$ cat src/include/blhc_pkg.sv
`default_nettype none
package blhc_pkg;
   localparam int unsigned ADDR_W       = 32;
   localparam int unsigned PRIV_W       = 2;
   localparam int unsigned VEC_W        = 8;
   localparam int unsigned INIT_CYC_DEF = 16;
   localparam logic        LOCK_RST     = 1'b0;
   localparam logic        ACK_RST      = 1'b0;

   typedef struct packed {
      logic              valid;
      logic              locked;
      logic              unaligned;
      logic [ADDR_W-1:0] addr;
   } blhc_req_type;

   typedef struct packed {
      logic [PRIV_W-1:0] current_privilege_level;
      logic [PRIV_W-1:0] io_privilege_level;
      logic              legacy_chk;
   } blhc_priv_type;

   typedef enum logic [5:0] {
      ST_INIT = 6'h01,
      ST_IDLE = 6'h02,
      ST_XFER = 6'h04,
      ST_GAP  = 6'h08,
      ST_HELD = 6'h10,
      ST_INTA = 6'h20
   } blhc_state_type;
endpackage
`default_nettype wire

$ cat src/blhc_priv_chk.sv
`timescale 1ns/10ps
`default_nettype none
module blhc_priv_chk
   import blhc_pkg::*;
(
   input  wire logic          i_locked,
   input  wire blhc_priv_type i_priv,
   output logic              o_fault
);
   // default mode never compares privilege levels
   // legacy mode faults when a locked op's current level exceeds io level
   always_comb begin
      o_fault = i_priv.legacy_chk & i_locked &
                (i_priv.current_privilege_level > i_priv.io_privilege_level);
   end
endmodule
`default_nettype wire

$ cat src/blhc_ctrl.sv
// Overview of operation
// - locked op owns whole bus, wider than operand
// - default mode: lock prefix never privilege checked
// - legacy mode: fault if locked and current above io level
// - acknowledge holds lock until vector taken
// - hold grantable between unaligned operand parts, unless the op is locked
// - hold honoured during reset initialization
`timescale 1ns/10ps
`default_nettype none
module blhc_ctrl
   import blhc_pkg::*;
#(
   parameter int unsigned INIT_CYCLES = INIT_CYC_DEF
)(
   input  wire logic              i_mclk,
   input  wire logic              i_rst_b,
   input  wire blhc_req_type      i_req,
   input  wire blhc_priv_type     i_priv,
   input  wire logic              i_inta_lock_en,
   input  wire logic              i_intr,
   input  wire logic [VEC_W-1:0]  i_data,
   input  wire logic              i_vec_strobe,
   input  wire logic              i_bus_done,
   input  wire logic              i_hold,
   output logic                   o_req_ready,
   output logic                   o_fault,
   output logic                   o_bus_start,
   output logic                   o_bus_part,
   output logic [ADDR_W-1:0]      o_bus_addr,
   output logic                   o_lock,
   output logic                   o_hold_ack,
   output logic [VEC_W-1:0]       o_vector,
   output logic                   o_vector_valid,
   output logic                   o_init_done
);
   localparam int unsigned CNT_W = $clog2(INIT_CYCLES + 1);
   localparam logic [CNT_W-1:0] CNT_LAST = CNT_W'(INIT_CYCLES - 1);

   // a zero-length init period would leave the counter without a last value
   if (INIT_CYCLES < 1) begin : g_bad_init
      $error("INIT_CYCLES must be at least 1");
   end

   blhc_state_type    st_q,    st_d;
   blhc_state_type    ret_q,   ret_d;
   logic [CNT_W-1:0]  cnt_q,   cnt_d;
   logic              init_q,  init_d;
   logic              lkd_q,   lkd_d;
   logic              unal_q,  unal_d;
   logic              part_q,  part_d;
   logic              ilk_q,   ilk_d;
   logic [ADDR_W-1:0] addr_q,  addr_d;
   logic              rdy_q,   rdy_d;
   logic              flt_q,   flt_d;
   logic              start_q, start_d;
   logic              lock_q,  lock_d;
   logic              ack_q,   ack_d;
   logic [VEC_W-1:0]  vec_q,   vec_d;
   logic              vval_q,  vval_d;
   logic              fault_now;
   logic              take;

   blhc_priv_chk u_priv (
      .i_locked (i_req.locked),
      .i_priv   (i_priv),
      .o_fault  (fault_now)
   );

   // ready is registered, so the cycle it shows must not re-take
   assign take = i_req.valid & ~rdy_q & ~flt_q;

   always_comb begin
      st_d    = st_q;
      ret_d   = ret_q;
      cnt_d   = cnt_q;
      init_d  = init_q;
      lkd_d   = lkd_q;
      unal_d  = unal_q;
      part_d  = part_q;
      ilk_d   = ilk_q;
      addr_d  = addr_q;
      rdy_d   = 1'b0;
      flt_d   = 1'b0;
      start_d = 1'b0;
      vec_d   = vec_q;
      vval_d  = 1'b0;
      // init timer runs on even while the bus is handed away
      if (!init_q) begin
         if (cnt_q == CNT_LAST) begin
            init_d = 1'b1;
         end else begin
            cnt_d = cnt_q + CNT_W'(1);
         end
      end
      unique case (st_q)
         ST_INIT: begin
            if (i_hold) begin
               st_d  = ST_HELD;
               ret_d = ST_INIT;
            end else if (init_q) begin
               st_d = ST_IDLE;
            end
         end
         ST_IDLE: begin
            if (i_hold) begin
               st_d  = ST_HELD;
               ret_d = ST_IDLE;
            end else if (i_intr) begin
               st_d  = ST_INTA;
               ilk_d = i_inta_lock_en;
            end else if (take) begin
               if (fault_now) begin
                  flt_d = 1'b1;
                  rdy_d = 1'b1;
               end else begin
                  // whole bus locked: covers the operand and more
                  st_d    = ST_XFER;
                  lkd_d   = i_req.locked;
                  unal_d  = i_req.unaligned;
                  addr_d  = i_req.addr;
                  part_d  = 1'b0;
                  start_d = 1'b1;
               end
            end
         end
         ST_XFER: begin
            if (i_bus_done) begin
               if (unal_q && !part_q) begin
                  st_d = ST_GAP;
               end else begin
                  st_d  = ST_IDLE;
                  lkd_d = 1'b0;
                  rdy_d = 1'b1;
               end
            end
         end
         ST_GAP: begin
            if (i_hold && !lkd_q) begin
               st_d  = ST_HELD;
               ret_d = ST_GAP;
            end else begin
               st_d    = ST_XFER; // locked: hold deferred
               part_d  = 1'b1;
               start_d = 1'b1;
            end
         end
         ST_HELD: begin
            if (!i_hold) begin
               st_d = ret_q;
            end
         end
         ST_INTA: begin
            if (i_vec_strobe) begin
               vec_d  = i_data;
               vval_d = 1'b1;
               st_d   = ST_IDLE;
               ilk_d  = 1'b0;
            end else if (i_hold && !ilk_q) begin
               st_d  = ST_HELD;
               ret_d = ST_INTA;
            end
         end
      endcase
      lock_d = ((st_d == ST_XFER || st_d == ST_GAP) && lkd_d) ||
               (st_d == ST_INTA && ilk_d);
      ack_d  = (st_d == ST_HELD);
   end

   always_ff @(posedge i_mclk) begin
      if (!i_rst_b) begin
         st_q    <= ST_INIT;
         ret_q   <= ST_IDLE;
         cnt_q   <= '0;
         init_q  <= 1'b0;
         lkd_q   <= 1'b0;
         unal_q  <= 1'b0;
         part_q  <= 1'b0;
         ilk_q   <= 1'b0;
         addr_q  <= '0;
         rdy_q   <= 1'b0;
         flt_q   <= 1'b0;
         start_q <= 1'b0;
         lock_q  <= LOCK_RST;
         ack_q   <= ACK_RST;
         vec_q   <= '0;
         vval_q  <= 1'b0;
      end else begin
         st_q    <= st_d;
         ret_q   <= ret_d;
         cnt_q   <= cnt_d;
         init_q  <= init_d;
         lkd_q   <= lkd_d;
         unal_q  <= unal_d;
         part_q  <= part_d;
         ilk_q   <= ilk_d;
         addr_q  <= addr_d;
         rdy_q   <= rdy_d;
         flt_q   <= flt_d;
         start_q <= start_d;
         lock_q  <= lock_d;
         ack_q   <= ack_d;
         vec_q   <= vec_d;
         vval_q  <= vval_d;
      end
   end

   assign o_req_ready    = rdy_q;
   assign o_fault        = flt_q;
   assign o_bus_start    = start_q;
   assign o_bus_part     = part_q;
   assign o_bus_addr     = addr_q;
   assign o_lock         = lock_q;
   assign o_hold_ack     = ack_q;
   assign o_vector       = vec_q;
   assign o_vector_valid = vval_q;
   assign o_init_done    = init_q;
endmodule
`default_nettype wire

$ cat config.mk
export PLATFORM = sky130hd
export DESIGN_NAME = blhc_ctrl
export DESIGN_NICKNAME = d
export VERILOG_FILES = /design/src/include/blhc_pkg.sv /design/src/blhc_priv_chk.sv /design/src/blhc_ctrl.sv
export SDC_FILE = /design/constraint.sdc
export NUM_CORES = 1
export LEC_CHECK = 0
export BUFFER_PORTS_ARGS = -buffer_cell sky130_fd_sc_hd__buf_2
export CORE_AREA = 8 8 83 85
export CTS_CLUSTER_DIAMETER = 50
export DETAILED_ROUTE_END_ITERATION = 8
export DIE_AREA = 0 0 91 93
export PLACE_DENSITY = 0.82
export SLEW_MARGIN = 15
export SYNTH_ARGS = -nofsm -noshare
export SYNTH_HDL_FRONTEND = slang
export SYNTH_SLANG_ARGS = --single-unit
$ cat constraint.sdc
create_clock -name i_mclk -period 4.27 [get_ports i_mclk]
set_clock_uncertainty 0.15 [all_clocks]
set_input_delay 0.854 -clock i_mclk [delete_from_list [all_inputs] [get_ports i_mclk]]
set_output_delay 0.854 -clock i_mclk [all_outputs]
set_load 0.03 [all_outputs]
Word level (Yosys, flattened, before mapping)
Index checks and enable logic that the tools add are counted.
Storage, ports and cells
  bits in registers: 68
  input port bits: 55
  word-level logic and storage cells: 121
Cells by class
  equal/unequal tests: 21
  order comparisons: 1
  add/sub/neg operators: 1
  muxes and demuxes: 52
  reductions and logical operators: 19
  bitwise operators: 11
Operators with widths (number)
  6-bit 2-to-1 mux: 15
  6-bit case mux with 6 select lines: 1
  1-bit 2-to-1 mux: 28
  6-bit case mux with 4 select lines: 1
  2-bit != test (second input constant): 10
  6-bit by 3-bit equality test with 1-bit output (second input constant): 2
  6-bit by 4-bit equality test with 1-bit output (second input constant): 2
  6-bit by 5-bit equality test with 1-bit output (second input constant): 2
  6-bit equality test (second input constant): 2
  6-bit AND reduction: 2
  1-bit case mux with 2 select lines: 5
  2-bit AND reduction: 4
  1-bit inverter: 7
  6-bit by 1-bit equality test with 1-bit output (second input constant): 1
  6-bit by 2-bit equality test with 1-bit output (second input constant): 1
  5-bit by 1-bit adder with 5-bit output (second input constant): 1
  5-bit by 4-bit equality test with 1-bit output (second input constant): 1
  1-bit logical AND: 5
  5-bit 2-to-1 mux: 1
  5-bit AND reduction: 1
  1-bit bitwise AND: 4
  4-bit 2-to-1 mux: 1
  4-bit nonzero test: 1
  1-bit zero test: 3
  other kinds (3): 4

Longest topological paths before layout
  word-level depth: 11
  depth in mapped cells: 9
  gate-level depth less buffers: 8

Modules after synthesis
From an unflattened synthesis, not the netlist that was laid out.
Unflattened totals
  cells, all modules: 357
  area total of the unflattened synthesis: 2861.5 um^2
By module, submodules not included
  blhc_ctrl: area each 2807.7 um^2, cells each 350, seq. area each 1321.3 um^2, instances 1
  blhc_priv_chk: area each 53.8 um^2, cells each 7, seq. area each 0.0 um^2, instances 1

Worst setup path after synthesis
OpenSTA, ideal clock, no wires.
  kind: input to register
  start: input i_priv[2] (netlist name)
  end: register lock_q, in the netlist o_lock
  required time: 4029 ps
  library setup time: 91 ps
  setup slack: 1449 ps
  arrival time: 2580 ps
  buffers on the path: 0
  cell stages on the path: 8
  cell sequence: inv_1 -> ha_1 -> nor2b_1 -> o2111a_1 -> o21ai_0 -> a211o_1 -> or4b_1 -> a311oi_1
Between the ends
  cells in the longest elaborated chain, start to end: 11
RTL lines
  from (decl): RTL line blhc_ctrl.sv:18  | input wire blhc_priv_type i_priv,
  2-bit > comparator *: RTL line blhc_priv_chk.sv:14  | (i_priv.current_privilege_level > i_priv.io_privilege_level);
  1-bit bitwise AND *: RTL line blhc_priv_chk.sv:13  | o_fault = i_priv.legacy_chk & i_locked &
  6-bit 2-to-1 mux: RTL line blhc_ctrl.sv:112  | if (fault_now) begin
  6-bit 2-to-1 mux: RTL line blhc_ctrl.sv:111  | end else if (take) begin
  6-bit 2-to-1 mux: RTL line blhc_ctrl.sv:108  | end else if (i_intr) begin
  6-bit 2-to-1 mux: RTL line blhc_ctrl.sv:105  | if (i_hold) begin
  6-bit case mux with 6 select lines: RTL line blhc_ctrl.sv:95  | unique case (st_q)
  6-bit by 3-bit equality test with 1-bit output / 6-bit by 4-bit equality test with 1-bit output (equally long branches): RTL line blhc_ctrl.sv:164  | lock_d = ((st_d == ST_XFER || st_d == ST_GAP) && lkd_d) ||
  1-bit logical OR: RTL line blhc_ctrl.sv:164
  1-bit logical AND: RTL line blhc_ctrl.sv:164
  1-bit logical OR *: RTL line blhc_ctrl.sv:164
  to (signal assigned): RTL line blhc_ctrl.sv:200  | lock_q <= lock_d;
  to (decl): RTL line blhc_ctrl.sv:56  | logic lock_q, lock_d;
Mark *: on every way between the ends. The rest lies on a longest branch, timed or not.
A chain may end at the register's enable or synchronous reset.

Worst setup path after layout
Same ends and word-level chain as after synthesis.

==> impl_summary.txt <==
----------------------------------------------------
[Critical path]
  Delay contributed by the slowest stage of the critical path ... 0.52 ns
  CP max-delay cell ... sky130_fd_sc_hd__or4b_1
  Type of element capturing the critical path ... flip-flop
  WP buf/inv ... 2
  Required time reported for the critical path endpoint ... 4.35 ns
  Worst-path maximum fanout ... 5
  Crit path kind ... primary input to flip-flop
  Setup slack of the worst register-to-register path ... 1.49 ns
  Critical path arrival ... between 2 and 3 ns
  Category of the worst setup path launch point ... primary input
  Cell breakdown of the critical path ... buf_2 > inv_1 > ha_1 > nor2b_1 > o2111a_1 > o21ai_0 > a211o_1 > or4b_1 > a311oi_1
  Dominant delay contributor by cell family on the critical path ... compound AO/OA/AOI/OAI gates

[STA]
  Endpoints failing hold ... 0
  Max_slew headroom ... 57.1%
  Total Negative Setup Slacks ... 0 ns
  Total of endpoints with negative setup slack in the final report ... 0
  Maximum frequency from static timing analysis ... roughly 360 MHz
  Final critical-path share of the clock period ... 65.9%
  RSZ-0062 raised after global routing ... false
  Min Clock Period, post-route ... 2.81 ns
  Hold slack ... 0.303 ns
  Final max-slew violation count ... 0
  Measured slew at the worst slew-check pin ... 0.642 ns

[CTS]
  Cell chosen for the clock root ... sky130_fd_sc_hd__clkbuf_8
  Total CTS buffers ... 9
  Setup fix buffers added after clock tree synthesis ... 0
  Clock Pin Slew Worst Setup and Hold Paths ... 0.07 ns
  Num Clock Sinks ... 66
  Latest clock arrival within the worst-skew pair ... 0.34 ns
  Cts repair resizes ... 0
  Max clock buf depth ... 2
  TritonCTS clock tree ... done
  Number of buffers inserted by hold repair at cts ... 0
  Max H-tree Level ... 3

[Global route]
  Global-route wire length before repair ... 13000 µm
  Met2 capacity usage during global routing ... 28.5%
  Pin count of the biggest net entering global routing ... 34
  Busiest metal layer after global routing ... met2
  Overall Global Routing Usage ... 18.7%
  Final global-route overflow total ... 0
  Met1 track utilization from global routing ... 21.8%
  GR Util met3 ... 9.05%
  Vias in the first global route ... 2789
  Antenna violations before repair ... 0

[Floorplanning]
  Die outline width ... 91 µm
  Core box area ... 5680 µm²
  Vert. Die Dim ... between 90 and 100 µm
  Std cell rows ... 28
  Number of top-level design ports ... 103
  Starting density of the core ... 50.2%
  Total die area ... around 8500 µm²

[Drt]
  Starting DRT DRC Count ... ~170
  Post-DR wirelength/cell ... 14.8 µm
  Antenna Violating Nets Remaining ... 0
  Number of iterations in the first detailed-routing pass ... 5
  Number of vias in the routed layout ... ~2800
  Detailed-route vias per instance ... 5.28
  Aggregate routed wire length ... 7740 µm
  DRC violations left ... 0

[Final layout]
  Final standard cell count with taps included and fillers excluded ... 524
  Fraction of layout instances using a drive strength above 1 ... between 30% and 40%
  Area growth from synthesis to layout ... 26.6%
  Number of nets in the finished design ... 503
  ANT cells ... 0

[Power and ir drop]
  Static leakage ... 1.57 nW
  Total Power Consumption ... 1.35 mW
  VDD IR max ... 0.310 mV
  Power per cell area ... ~370 nW/µm²

[Placement]
  Total of buffers placed on input and output ports ... 102
  Final estimated routing congestion in global placement ... 0.978
  Hpwl dp ... 5760 µm
  Placed Cells ... 508

[Run status]
  Run status ... finished, final reports clean

[Yosys]
  Post-synthesis async set-or-reset flop share ... 0%
  Avg Cell Area, Syn ... approximately 8.2 µm²
  Sequential cell area fraction in the yosys report ... 46.4%
  Synthesized cell area ... 2850 µm²
  Number of enable-type register cells in the synthesized netlist ... 0
  Number of nets produced by synthesis ... 406
  Cell count after synthesis ... about 350
  Dominant register cell in the synthesized netlist ... sky130_fd_sc_hd__dfxtp_1
  Number of distinct library cells after synthesis ... 53
  Yosys warning count ... 0
  Post-synthesis sequential element count ... 66

[Flow run]
  Max-cap viol count ... 0

[Min path]
  Type of the worst min-delay path ... flip-flop to flip-flop

----------------------------------------------------
registers in the layout, indices dropped and copies added, names as in the netlist, 4 cells and up:
register / flops
o_bus_addr: 32
st_q: 6
o_vector: 8
cnt_q: 5
ret_q: 4
synthesized netlist by cell type (2+ instances only):
cell type                   instances  area [µm²]
sky130_fd_sc_hd__a211o_1            2        17.5
sky130_fd_sc_hd__a211oi_1           4        30.0
sky130_fd_sc_hd__a21oi_1           48         240
sky130_fd_sc_hd__a22oi_1            2        15.0
sky130_fd_sc_hd__a31o_2             2        17.5
sky130_fd_sc_hd__a32oi_1            2        17.5
sky130_fd_sc_hd__and2_1             4        25.0
sky130_fd_sc_hd__and3_1             6        37.5
sky130_fd_sc_hd__buf_6              6        67.6
sky130_fd_sc_hd__clkbuf_1          13        48.8
sky130_fd_sc_hd__dfxtp_1           66        1320
sky130_fd_sc_hd__ha_1               4        50.1
sky130_fd_sc_hd__inv_1              9        33.8
sky130_fd_sc_hd__nand2_1           86         323
sky130_fd_sc_hd__nand3_1           12        60.1
sky130_fd_sc_hd__nand4_1            4        25.0
sky130_fd_sc_hd__nor2_1            21        78.8
sky130_fd_sc_hd__nor2b_1            3        18.8
sky130_fd_sc_hd__nor3_1             3        15.0
sky130_fd_sc_hd__nor3b_1            2        15.0
sky130_fd_sc_hd__o2111ai_1          3        26.3
sky130_fd_sc_hd__o211ai_1           3        22.5
sky130_fd_sc_hd__o21ai_0            9        45.0
sky130_fd_sc_hd__or4b_1             2        20.0
sky130_fd_sc_hd__xor2_1             3        26.3
tightest hold or removal path, cell delays in order, from the launching register on:
cell and delay [ns]:
sky130_fd_sc_hd__dfxtp_1 0.31, sky130_fd_sc_hd__nand2_1 0.05, sky130_fd_sc_hd__a21oi_1 0.05
path summary, 6_finish.rpt:
path	startpoint	end	cells after the start
worst max-delay path	i_priv[2]	o_lock$_SDFF_PN0_	9
worst max register to register	st_q[0]$_SDFF_PN1_	o_lock$_SDFF_PN0_	6
worst min-delay path	o_vector[2]$_SDFFE_PN0P_	o_vector[2]$_SDFFE_PN0P_	2
worst min register to register	o_vector[2]$_SDFFE_PN0P_	o_vector[2]$_SDFFE_PN0P_	2
layer usage:
metal | vias up | routed length (µm)
met2 | 125 | 3420
li1 | 1386 | -
met5 | - | 0
met1 | 1243 | 3290
met3 | 15 | 885
met4 | 0 | 153
stage by stage:
stage               worst slack [ns]  cell area (µm²)  util (%)
floorplan                       1.45             2850         -
global placement                1.09             3360      59.3
detailed placement              1.13             3360      59.3
CTS                             1.48             3600      63.5
global route                    1.34             3600      63.5
finish                          1.46             3600      63.5
cell type report:
| class | count | area (µm²) |
|---|---|---|
| Clock buffer | 10 | 128 |
| Tap cell | 75 | 93.8 |
| Clock inverter | 6 | 114 |
| Inverter | 10 | 37.5 |
| Sequential cell | 66 | 1320 |
| Fill cell | 517 | 2070 |
| Multi-Input combinational cell | 251 | 1370 |
| Timing Repair Buffer | 106 | 541 |
cells in the final DEF, fill, tap and decap left out, types with 3 or more instances in the layout:
cell                          n
sky130_fd_sc_hd__o21ai_0      9
sky130_fd_sc_hd__nor2_1      20
sky130_fd_sc_hd__ha_1         4
sky130_fd_sc_hd__clkbuf_8     9
sky130_fd_sc_hd__and3_1       6
sky130_fd_sc_hd__bufinv_16    3
sky130_fd_sc_hd__nand2_1     86
sky130_fd_sc_hd__nor3_1       3
sky130_fd_sc_hd__dfxtp_1     66
sky130_fd_sc_hd__and2_1       4
sky130_fd_sc_hd__buf_2      102
sky130_fd_sc_hd__o2111ai_1    3
sky130_fd_sc_hd__buf_4        4
sky130_fd_sc_hd__a211oi_1     4
sky130_fd_sc_hd__nand4_1      4
sky130_fd_sc_hd__o211ai_1     3
sky130_fd_sc_hd__xor2_1       3
sky130_fd_sc_hd__nand3_1     12
sky130_fd_sc_hd__nor2b_1      3
sky130_fd_sc_hd__inv_1        8
sky130_fd_sc_hd__a21oi_1     48
report_power, final:
part	internal [mW]	leakage, nW	switching (mW)	total [mW]
logic	0.0372	0.921	0.0446	0.0818
clock network	0.390	0.113	0.246	0.636
registers	0.622	0.533	0.00858	0.631
total	1.05	1.57	0.299	1.35
logic make-up (layout without fill, tap and decap cells):
kind of cell	Yosys count	count (layout)	synth area share [%]
AO/OA/AOI/OAI	83	83	17.8
buffers and inverters	30	132	5.54
flip-flops	66	66	46.4
multiplexers	1	1	0.352
adder cells (fa/ha/maj)	4	4	1.76
AND/OR/NAND/NOR	159	159	26.9
XOR/XNOR	4	4	1.23
No activity file was read; power rests on OpenSTA's default activity.
